[src/core/bfx_pkg.sv]
// constants for the bit-clear and flag-branch execution block
// assumes a four-phase instruction cycle of four i_clock periods
package bfx_pkg;

	// instruction cycle phases, one clock each
	localparam logic [1:0] Q1 = 2'h0;
	localparam logic [1:0] Q2 = 2'h1;
	localparam logic [1:0] Q3 = 2'h2;
	localparam logic [1:0] Q4 = 2'h3;

	// widths
	localparam int OP_W   = 16;
	localparam int PC_W   = 21;
	localparam int ADDR_W = 12;
	localparam int DATA_W = 8;
	localparam int BANK_W = 4;

	// opcode field positions
	localparam int OP_HI_LSB   = 8;
	localparam int OP_NIB_LSB  = 12;
	localparam int BITPOS_LSB  = 9;
	localparam int ACC_BIT_POS = 8;

	// opcode patterns
	localparam logic [3:0] PAT_BIT_CLEAR     = 4'h9;
	localparam logic [7:0] PAT_BR_NEG        = 8'he6;
	localparam logic [7:0] PAT_BR_NO_CARRY   = 8'he3;
	localparam logic [7:0] PAT_BR_NON_NEG    = 8'he7; // to be confirmed, see note
	localparam logic [7:0] PAT_BR_NO_OVFL    = 8'he5;
	localparam logic [7:0] PAT_BR_NONZERO    = 8'he1;

	// addressing: low access range and indexed range end at this file address
	localparam logic [7:0]  ACC_LOW_MAX   = 8'h5f;
	localparam logic [3:0]  ACC_LOW_BANK  = 4'h0;
	localparam logic [3:0]  ACC_HIGH_BANK = 4'hf;

	// decoded operation kinds
	typedef enum logic [2:0] {
		K_NONE    = 3'h0,
		K_BITCLR  = 3'h1,
		K_BR_N    = 3'h2,
		K_BR_NC   = 3'h3,
		K_BR_NN   = 3'h4,
		K_BR_NOV  = 3'h5,
		K_BR_NZ   = 3'h6
	} bfx_kind_t;

	// instruction cycle state
	typedef enum logic [0:0] {
		ST_EXEC = 1'h0,
		ST_NOP  = 1'h1
	} bfx_state_t;

endpackage

[src/core/bfx_addr_if.sv]
// carries a file-register operand to the address resolver and back
// assumes both ends run combinationally within the same clock
`timescale 1ns/1ps
interface bfx_addr_if;
	logic [7:0]                  file_addr;
	logic                        acc_bit;
	logic                        ext_en;
	logic [bfx_pkg::BANK_W-1:0]  bank;
	logic [bfx_pkg::ADDR_W-1:0]  idx_base;
	logic [bfx_pkg::ADDR_W-1:0]  data_addr;
	logic                        indexed;

	modport requester (output file_addr, acc_bit, ext_en, bank, idx_base, input data_addr, indexed);
	modport resolver  (input file_addr, acc_bit, ext_en, bank, idx_base, output data_addr, indexed);
endinterface

[src/core/bfx_exec.sv]
// execution of bit clear and flag-conditioned relative branches
// assumes a fetch stage on i_clock that holds the opcode in Q1 and
// a data memory with one-clock registered read data
`timescale 1ns/1ps
module bfx_exec (
	// clock and reset
	input  wire logic                       i_clock,
	input  wire logic                       i_resetn,
	// fetch stage
	input  wire logic [bfx_pkg::OP_W-1:0]   i_opcode,
	input  wire logic                       i_opcode_valid,
	input  wire logic [bfx_pkg::PC_W-1:0]   i_pc_inc,
	// machine state
	input  wire logic                       i_ext_en,
	input  wire logic [bfx_pkg::BANK_W-1:0] i_bank_sel,
	input  wire logic [bfx_pkg::ADDR_W-1:0] i_idx_base,
	input  wire logic                       i_flag_neg,
	input  wire logic                       i_flag_carry,
	input  wire logic                       i_flag_ovfl,
	input  wire logic                       i_flag_zero,
	// data memory
	input  wire logic [bfx_pkg::DATA_W-1:0] i_rdata,
	output logic [bfx_pkg::ADDR_W-1:0]      o_addr,
	output logic                            o_rd_en,
	output logic                            o_wr_en,
	output logic [bfx_pkg::DATA_W-1:0]      o_wdata,
	output logic                            o_indexed,
	// program counter
	output logic                            o_pc_load,
	output logic [bfx_pkg::PC_W-1:0]        o_pc_target,
	// pipeline status
	output logic                            o_nop_cycle,
	output logic [1:0]                      o_phase
);
	// classify an opcode into an operation kind
	function automatic bfx_pkg::bfx_kind_t classify(input logic [bfx_pkg::OP_W-1:0] op);
		logic [7:0] hi;
		hi = op[bfx_pkg::OP_HI_LSB +: 8];
		if (op[bfx_pkg::OP_NIB_LSB +: 4] == bfx_pkg::PAT_BIT_CLEAR) begin
			classify = bfx_pkg::K_BITCLR;
		end else begin
			case (hi)
				bfx_pkg::PAT_BR_NEG:      classify = bfx_pkg::K_BR_N;
				bfx_pkg::PAT_BR_NO_CARRY: classify = bfx_pkg::K_BR_NC;
				bfx_pkg::PAT_BR_NON_NEG:  classify = bfx_pkg::K_BR_NN;
				bfx_pkg::PAT_BR_NO_OVFL:  classify = bfx_pkg::K_BR_NOV;
				bfx_pkg::PAT_BR_NONZERO:  classify = bfx_pkg::K_BR_NZ;
				default:                  classify = bfx_pkg::K_NONE;
			endcase
		end
	endfunction

	// branch condition for a kind against the flags
	function automatic logic cond_met(input bfx_pkg::bfx_kind_t k, input logic n, input logic c,
		input logic v, input logic z);
		case (k)
			bfx_pkg::K_BR_N:   cond_met = n;
			bfx_pkg::K_BR_NC:  cond_met = !c;
			bfx_pkg::K_BR_NN:  cond_met = !n;
			bfx_pkg::K_BR_NOV: cond_met = !v;
			bfx_pkg::K_BR_NZ:  cond_met = !z;
			default:           cond_met = 1'b0;
		endcase
	endfunction

	// phase source
	logic [1:0] phase;
	bfx_phase_gen u_phase (
		.i_clock  (i_clock),
		.i_resetn (i_resetn),
		.o_phase  (phase)
	);

	// operand address resolution
	bfx_addr_if ai ();
	bfx_addr_resolve u_addr (
		.a (ai)
	);

	// state
	bfx_pkg::bfx_state_t           state_r, state_nxt;
	bfx_pkg::bfx_kind_t            kind_r, kind_nxt;
	logic [bfx_pkg::OP_W-1:0]      op_r, op_nxt;
	logic                          taken_r, taken_nxt;
	logic [bfx_pkg::ADDR_W-1:0]    addr_r, addr_nxt;
	logic                          rd_en_r, rd_en_nxt;
	logic                          wr_en_r, wr_en_nxt;
	logic [bfx_pkg::DATA_W-1:0]    wdata_r, wdata_nxt;
	logic                          indexed_r, indexed_nxt;
	logic                          pc_load_r, pc_load_nxt;
	logic [bfx_pkg::PC_W-1:0]      target_r, target_nxt;
	logic                          nop_r, nop_nxt;
	logic [1:0]                    phase_r;

	// operand fields come straight from fetch during decode
	logic [bfx_pkg::OP_W-1:0]      op_cur;
	logic [2:0]                    bit_pos;
	logic [bfx_pkg::DATA_W-1:0]    clr_mask;
	logic [bfx_pkg::PC_W-1:0]      offset_x2;

	always_comb begin
		op_cur       = (phase == bfx_pkg::Q1) ? i_opcode : op_r;
		ai.file_addr = op_cur[7:0];
		ai.acc_bit   = op_cur[bfx_pkg::ACC_BIT_POS];
		ai.ext_en    = i_ext_en;
		ai.bank      = i_bank_sel;
		ai.idx_base  = i_idx_base;
		bit_pos      = op_r[bfx_pkg::BITPOS_LSB +: 3];
		clr_mask     = ~(8'h01 << bit_pos);
		// sign extend then double; the 8-bit offset spans -256..+254 bytes
		offset_x2    = {{(bfx_pkg::PC_W-9){op_r[7]}}, op_r[7:0], 1'b0};
	end

	// sequencing of one instruction cycle; flags are only read, never driven
	always_comb begin
		state_nxt   = state_r;
		kind_nxt    = kind_r;
		op_nxt      = op_r;
		taken_nxt   = taken_r;
		addr_nxt    = addr_r;
		rd_en_nxt   = 1'b0;
		wr_en_nxt   = 1'b0;
		wdata_nxt   = wdata_r;
		indexed_nxt = indexed_r;
		pc_load_nxt = 1'b0;
		target_nxt  = target_r;
		nop_nxt     = nop_r;
		case (state_r)
			bfx_pkg::ST_EXEC: begin
				case (phase)
					bfx_pkg::Q1: begin
						// decode; a bit clear starts its read now
						taken_nxt = 1'b0;
						if (i_opcode_valid) begin
							op_nxt   = i_opcode;
							kind_nxt = classify(i_opcode);
							if (classify(i_opcode) == bfx_pkg::K_BITCLR) begin
								rd_en_nxt   = 1'b1;
								addr_nxt    = ai.data_addr;
								indexed_nxt = ai.indexed;
							end
						end else begin
							kind_nxt = bfx_pkg::K_NONE;
						end
					end
					bfx_pkg::Q2: begin
						// read data lands at the next edge
					end
					bfx_pkg::Q3: begin
						if (kind_r == bfx_pkg::K_BITCLR) begin
							wdata_nxt = i_rdata & clr_mask;
							wr_en_nxt = 1'b1;
						end else if (cond_met(kind_r, i_flag_neg, i_flag_carry, i_flag_ovfl, i_flag_zero)) begin
							// pc is already past the branch word
							target_nxt  = i_pc_inc + offset_x2;
							pc_load_nxt = 1'b1;
							taken_nxt   = 1'b1;
						end
					end
					bfx_pkg::Q4: begin
						if (taken_r) begin
							state_nxt = bfx_pkg::ST_NOP;
							nop_nxt   = 1'b1;
						end
					end
					default: begin
						state_nxt = bfx_pkg::ST_EXEC;
					end
				endcase
			end
			bfx_pkg::ST_NOP: begin
				// the fetched word is discarded for all four phases
				if (phase == bfx_pkg::Q4) begin
					state_nxt = bfx_pkg::ST_EXEC;
					nop_nxt   = 1'b0;
					kind_nxt  = bfx_pkg::K_NONE;
				end
			end
			default: begin
				state_nxt = bfx_pkg::ST_EXEC;
				nop_nxt   = 1'b0;
			end
		endcase
	end

	always_ff @(posedge i_clock) begin
		if (!i_resetn) begin
			state_r   <= bfx_pkg::ST_EXEC;
			kind_r    <= bfx_pkg::K_NONE;
			op_r      <= 16'h0000;
			taken_r   <= 1'b0;
			addr_r    <= 12'h000;
			rd_en_r   <= 1'b0;
			wr_en_r   <= 1'b0;
			wdata_r   <= 8'h00;
			indexed_r <= 1'b0;
			pc_load_r <= 1'b0;
			target_r  <= 21'h000000;
			nop_r     <= 1'b0;
			phase_r   <= bfx_pkg::Q1;
		end else begin
			state_r   <= state_nxt;
			kind_r    <= kind_nxt;
			op_r      <= op_nxt;
			taken_r   <= taken_nxt;
			addr_r    <= addr_nxt;
			rd_en_r   <= rd_en_nxt;
			wr_en_r   <= wr_en_nxt;
			wdata_r   <= wdata_nxt;
			indexed_r <= indexed_nxt;
			pc_load_r <= pc_load_nxt;
			target_r  <= target_nxt;
			nop_r     <= nop_nxt;
			phase_r   <= phase;
		end
	end

	// outputs straight from flops
	assign o_addr      = addr_r;
	assign o_rd_en     = rd_en_r;
	assign o_wr_en     = wr_en_r;
	assign o_wdata     = wdata_r;
	assign o_indexed   = indexed_r;
	assign o_pc_load   = pc_load_r;
	assign o_pc_target = target_r;
	assign o_nop_cycle = nop_r;
	assign o_phase     = phase_r; // lags the internal phase by one clock
endmodule

[src/core/bfx_phase_gen.sv]
// four-phase instruction cycle counter
// assumes one clock domain and a synchronous active-low reset
`timescale 1ns/1ps
module bfx_phase_gen (
	// clock and reset
	input  wire logic       i_clock,
	input  wire logic       i_resetn,
	// current phase
	output logic [1:0]      o_phase
);
	logic [1:0] phase_r;
	logic [1:0] phase_nxt;

	// wraps Q4 back to Q1
	always_comb begin
		phase_nxt = phase_r + 2'h1;
	end

	always_ff @(posedge i_clock) begin
		if (!i_resetn) begin
			phase_r <= bfx_pkg::Q1;
		end else begin
			phase_r <= phase_nxt;
		end
	end

	assign o_phase = phase_r;
endmodule

[src/core/bfx_addr_resolve.sv]
// maps an 8-bit file operand to a 12-bit data-memory address
// assumes bank select and the index base are stable during decode
`timescale 1ns/1ps
module bfx_addr_resolve (
	// operand in, address out
	bfx_addr_if.resolver   a
);
	// bank-select path, indexed path, or access bank split
	always_comb begin
		a.indexed   = 1'b0;
		a.data_addr = {a.bank, a.file_addr};
		if (a.acc_bit == 1'b0) begin
			if (a.ext_en && (a.file_addr <= bfx_pkg::ACC_LOW_MAX)) begin
				a.indexed   = 1'b1;
				a.data_addr = a.idx_base + {4'h0, a.file_addr};
			end else if (a.file_addr <= bfx_pkg::ACC_LOW_MAX) begin
				a.data_addr = {bfx_pkg::ACC_LOW_BANK, a.file_addr};
			end else begin
				a.data_addr = {bfx_pkg::ACC_HIGH_BANK, a.file_addr};
			end
		end
	end
endmodule

[config.mk]
export PLATFORM = sky130hd
export DESIGN_NAME = bfx_exec
export DESIGN_NICKNAME = d
export VERILOG_FILES = /design/src/core/bfx_pkg.sv /design/src/core/bfx_addr_if.sv /design/src/core/bfx_exec.sv /design/src/core/bfx_phase_gen.sv /design/src/core/bfx_addr_resolve.sv
export SDC_FILE = /design/constraint.sdc
export NUM_CORES = 1
export LEC_CHECK = 0
export BUFFER_PORTS_ARGS = -buffer_cell sky130_fd_sc_hd__buf_2
export CORE_UTILIZATION = 42
export CTS_BUF_LIST = sky130_fd_sc_hd__clkbuf_4
export CTS_CLUSTER_SIZE = 28
export DETAILED_ROUTE_END_ITERATION = 7
export HOLD_SLACK_MARGIN = 0.02
export PLACE_DENSITY = 0.77
export SYNTH_ARGS = -nofsm -noshare
export SYNTH_HDL_FRONTEND = slang
export SYNTH_SLANG_ARGS = --single-unit
[constraint.sdc]
create_clock -name i_clock -period 3.6 [get_ports i_clock]
set_clock_uncertainty 0.2 [all_clocks]
set_input_delay 0.18 -clock i_clock [delete_from_list [all_inputs] [get_ports i_clock]]
set_output_delay 0.18 -clock i_clock [all_outputs]
set_load 0.01 [all_outputs]
=== Yosys cells after proc, flatten, opt, wreduce, memory -nomap -nowiden ===
Cells that the tools add are included.

* Flip-flop bits (word level): 67
* Input port bits: 69
* Word-level logic and storage cells: 98

* Add/subtract/negate cells: 3
* $lt $le $gt $ge: 1
* Equal/unequal tests: 21
* Shift operators: 1
* Muxes and demuxes: 33
* Bitwise logic cells: 8
* Reduce and logical (&&, ||, !) cells: 17

{| class="wikitable"
|+ Operators by type and width
! operator !! count
|-
| 8-bit == test (second input constant) || 5
|-
| 12-bit 2-to-1 mux || 3
|-
| 21-bit adder || 1
|-
| 3-bit 2-to-1 mux || 7
|-
| 1-bit 2-to-1 mux || 16
|-
| 3-bit one-hot mux with 5 select lines || 1
|-
| 12-bit by 8-bit adder with 12-bit output || 1
|-
| 4-bit AND reduction || 3
|-
| 2-bit != test (second input constant) || 5
|-
| 3-bit == test (second input constant) || 3
|-
| 9-bit 2-to-1 mux || 1
|-
| 3-bit AND reduction || 3
|-
| 8-bit AND || 1
|-
| 8-bit by 7-bit less-or-equal comparator with 1-bit output (second input constant) || 1
|-
| 8-bit NOT || 1
|-
| 4-bit OR reduction || 2
|-
| 1-bit by 3-bit left shift with 8-bit output (first input constant) || 1
|-
| 3-bit by 1-bit == test with 1-bit output (second input constant) || 2
|-
| 3-bit by 2-bit == test with 1-bit output (second input constant) || 2
|-
| 1-bit NOT || 6
|-
| 1-bit one-hot mux with 2 select lines || 3
|-
| 3-bit one-hot mux with 2 select lines || 1
|-
| 1-bit one-hot mux with 5 select lines || 1
|-
| 2-bit == test (second input constant) || 2
|-
| other kinds (9) || 12
|}

=== Longest topological paths before layout ===
* Depth after elaboration: 8
* Depth in mapped cells: 12

=== Modules after synthesis ===
A second synthesis with hierarchy kept.

* Cells, all modules: 543
* Area, all modules: 4372.9 µm²

{| class="wikitable"
|+ By module, submodules not included
! module !! instances !! cells each !! area each (µm²)
|-
| bfx_exec || 1 || 446 || 3671.0
|-
| bfx_addr_resolve || 1 || 92 || 638.1
|-
| bfx_phase_gen || 1 || 5 || 63.8
|}

=== Worst setup path after synthesis ===
Ideal clock, no wire load.

* Kind: register to register
* Start point: reg u_phase.phase_r[0] (netlist: u_phase.o_phase[0])
* End point: reg addr_r (netlist bit o_addr[11])
* Arrival time: 2.734 ns
* Setup slack: 0.537 ns
* Cell stages (with the launch flop): 12
* Path through: dfxtp_1 inv_1 ha_1 buf_1 mux2_2 ha_1 nand3_1 o211ai_1 nor4_1 o31a_1 o311ai_0 nand2_1

* Longest elaborated chain between the ends: 6

{| class="wikitable"
|+ RTL lines
! element !! line !! source
|-
| from (decl) || bfx_phase_gen.sv:11 || <nowiki>logic [1:0] phase_r;</nowiki>
|-
| from (signal assigned) || bfx_phase_gen.sv:21 || <nowiki>phase_r <= bfx_pkg::Q1;</nowiki>
|-
| from (signal assigned) || bfx_phase_gen.sv:23 || <nowiki>phase_r <= phase_nxt;</nowiki>
|-
| 2-bit zero test * || bfx_exec.sv:102, bfx_exec.sv:130 ||
|-
| 9-bit 2-to-1 mux || bfx_exec.sv:102 || <nowiki>op_cur = (phase == bfx_pkg::Q1) ? i_opcode : op_r;</nowiki>
|-
| 8-bit by 7-bit less-or-equal comparator with 1-bit output || bfx_addr_resolve.sv:13, bfx_addr_resolve.sv:16 ||
|-
| 12-bit 2-to-1 mux or 1-bit logical AND (tied branches) || bfx_addr_resolve.sv:16, bfx_addr_resolve.sv:13 ||
|-
| 12-bit 2-to-1 mux || bfx_addr_resolve.sv:13 || <nowiki>if (a.ext_en && (a.file_addr <= bfx_pkg::ACC_LOW_MAX)) begin</nowiki>
|-
| 12-bit 2-to-1 mux || bfx_addr_resolve.sv:12 || <nowiki>if (a.acc_bit == 1'b0) begin</nowiki>
|-
| to (signal assigned) || bfx_exec.sv:206 || <nowiki>addr_r <= addr_nxt;</nowiki>
|-
| to (decl) || bfx_exec.sv:85 || <nowiki>logic [bfx_pkg::ADDR_W-1:0] addr_r, addr_nxt;</nowiki>
|}

Every way passes the cells marked *; elsewhere a longest branch is shown, timed or not.
A chain may end at the register's enable or synchronous reset.

=== Worst setup path after layout ===
Ends and elaborated chain as after synthesis.

==> out/qor.csv <==
metric,value,unit
status,finished clean,
syn_inst,505,
holdCritStartpoint,i_idx_base[5],
fp-row-count,35,
required,3.69,ns
start_kind,flop,
worstReg2RegStart,u_phase.o_phase[0],
gp_congestion,0.884,
max_slew_margin,0.537,
die_y,101,um
place_area,0.00483,mm2
max_cap_viol_count,0,
postRouteWirelength,11.6,mm
path_max_fanout,14,
tightestPinTransition,0.695,ns
peakVddDrop,0.135,mV
synth_xor_area_frac,0.0444,
area_growth,27.4,%
antenna_left,0,
vias,4265,
setup_viol,0,
grt_max_degree,35,
min_period,3.16,ns
synth-compound-area-share,0.234,
final_cells,783,
initial_core_util,0.442,
portBuffers,116,
synthMuxAreaShare,0.0589,
rsz0062_at_grt,false,
clockBufferDepth,2,
cts_num_sinks,67,
cp-startpoint,u_phase.o_phase[0],
ys.flop_type,dfxtp_1,
overflow,0,
core_area,0.00937,mm2
ioPinCount,117,
antenna_found_initial,1,
synth_adder_area_share,0.103,
finalCritPeriodShare,0.879,
cts_root_buffer,clkbuf_4,
criticalPathCategory,flop to flop,
yosysSeqAreaShare,0.324,
cts_tree,yes,
grt_pass1_vias,4074,
setup_tns,0,ns
post-route-cell-area,0.00528,mm2
synth_top_family_by_area,compound AO/OA/AOI/OAI gates,
yosys.area_share.simple,0.207,
p_per_area,312,mW/mm2
synth.cell_area,0.00414,mm2
min_path_type,input port to flop,
synth.distinct_cells,61,
clk_latency,0.40,ns
vias_per_cell,5.45,
fin_nets,751,
async_flop_share,0,
die_w,101,um
cts_max_level,3,
groute.usage.overall,0.235,
ys_ff_latch,67,
hold_violations,0,
dp_hpwl,8.48,mm
insertedDiodeCount,0,
endpoint_kind,flop,
cp_data_arrival_time,3.26,ns
grt_pass1_wl,19.0,mm
final_layout_size_suffix_gt1_frac,0.234,
post-place-cells,734,
fmax,316,MHz
drt_iter0_drc,141,
syn_avg_cell_area,8.20,um2
wl_per_cell,14.9,um
nFillCells,892,
mappedNetlistNets,607,
drv_slew,0,
cts.clk_slew.worst_paths,0.12,ns
drt-pass1-iter-count,5,
die_area,0.0103,mm2
yosysWarnings,0,
drc,0,
synth_edf_count,0,
cellLeakagePower,0.00238,uW
cts_buffers,9,
-- routing by layer --
| layer | global-route usage | share of wire | up-vias |
|---|---|---|---|
| met5 | 0 | 0.0011 | - |
| met4 | 0.0780 | 0.014 | 2 |
| met3 | 0.0421 | 0.057 | 18 |
| met2 | 0.419 | 0.49 | 139 |
| met1 | 0.285 | 0.44 | 1981 |
| li1 | - | - | 2125 |
-- placed cells by master (no fill, tap or decap), types with 5 or more instances in the layout --
cell	netlist	final
buf_2	2	116
nand2_1	81	81
dfxtp_1	67	67
a21oi_1	63	63
dlygate4sd3_1	0	33
ha_1	31	30
nor2_1	29	29
o21ai_0	19	19
nand3_1	19	19
xnor2_1	12	12
mux2i_1	12	12
mux2_2	11	11
a21o_1	11	11
clkbuf_4	0	11
inv_1	10	10
and2_1	9	9
xor2_1	9	9
o211ai_1	7	7
a211oi_1	7	7
nor2b_1	5	5
and3_1	5	5
nor3_1	5	5
-- sequential cells by signal, summed over array words and instances (netlist names) --
| name | count |
|---|---|
| o_wr_en | 1 |
| o_pc_target | 21 |
| o_phase | 2 |
| taken_r | 1 |
| o_addr | 12 |
| o_wdata | 8 |
| u_phase.o_phase | 2 |
| o_nop_cycle | 1 |
| kind_r | 3 |
| o_pc_load | 1 |
| o_indexed | 1 |
| op_r | 12 |
| o_rd_en | 1 |
| state_r | 1 |
-- critical path, stage by stage (launching register included) --
cell	delay [ns]
dfxtp_1	0.35
inv_1	0.11
ha_2	0.37
mux2_2	0.41
ha_1	0.27
a21oi_1	0.24
o211ai_1	0.19
nor4_1	0.42
nor4_1	0.11
o311ai_0	0.31
nand2_1	0.08
-- power by group --
group | switching (uW) | internal [uW] | total (uW)
sequential | 18.0 | 755 | 773
combinational | 238 | 199 | 437
clock | 281 | 155 | 436
-- kinds of logic after synthesis --
group | Yosys count
and+or+nand+nor | 181
buffers and inverters | 30
DFF | 67
AOI/OAI and AO/OA | 150
xor gates and xnor gates | 21
adders and majority gates | 33
muxes | 23
-- cell type report --
cell class | instances | area (um2) | area share
Timing Repair Buffer | 153 | 941 | 0.178
Clock buffer | 11 | 82.6 | 0.0157
Tap cell | 129 | 161 | 0.0306
Inverter | 10 | 37.5 | 0.00712
Sequential cell | 67 | 1340 | 0.254
Multi-Input combinational cell | 408 | 2680 | 0.508
Clock inverter | 5 | 30.0 | 0.00569
-- synthesized netlist by cell type, types with 4 or more instances --
library cell / instances / area [um2]
a211oi_1: 7 / 52.6
a21boi_0: 4 / 30.0
a21o_1: 11 / 82.6
a21oi_1: 63 / 315
and2_1: 9 / 56.3
and3_1: 5 / 31.3
clkbuf_1: 15 / 56.3
dfxtp_1: 67 / 1340
ha_1: 31 / 388
inv_1: 10 / 37.5
mux2_2: 11 / 124
mux2i_1: 12 / 120
nand2_1: 81 / 304
nand3_1: 19 / 95.1
nand3b_1: 4 / 30.0
nand4_1: 4 / 25.0
nor2_1: 29 / 109
nor2b_1: 5 / 31.3
nor3_1: 5 / 25.0
o211ai_1: 7 / 52.6
o21ai_0: 19 / 95.1
xnor2_1: 12 / 105
xor2_1: 9 / 78.8
-- repair_timing --
item | in CTS | in global routing
resized for setup | 0 | 1
endpoints found under the setup margin | 0 | 1
endpoints found under the hold margin | 31 | 0
setup buffers | 0 | 0
hold buffers | 33 | 0
-- metrics by stage --
| step | total power (uW) | hold WS (ns) | util | setup WS, ns |
|---|---|---|---|---|
| after floorplan | 1070 | 0.116 | - | 0.537 |
| after global placement | 1180 | 0.222 | 0.515 | 0.440 |
| after detailed placement | 1190 | 0.234 | 0.515 | 0.286 |
| after CTS | 1660 | 0.0451 | 0.563 | 0.296 |
| after global routing | 1740 | 0.0720 | 0.563 | 0.162 |
| final | 1650 | 0.0700 | 0.563 | 0.436 |
-- path summary, 6_finish.rpt --
check | endpoint | slack, ns | depth (start not counted)
min reg2reg | o_wdata[0] | 0.26 | 2
max reg2reg | o_addr[11] | 0.44 | 10
max | o_addr[11] | 0.44 | 10
min | o_addr[5] | 0.07 | 5
(Power assumes the default switching activity.)
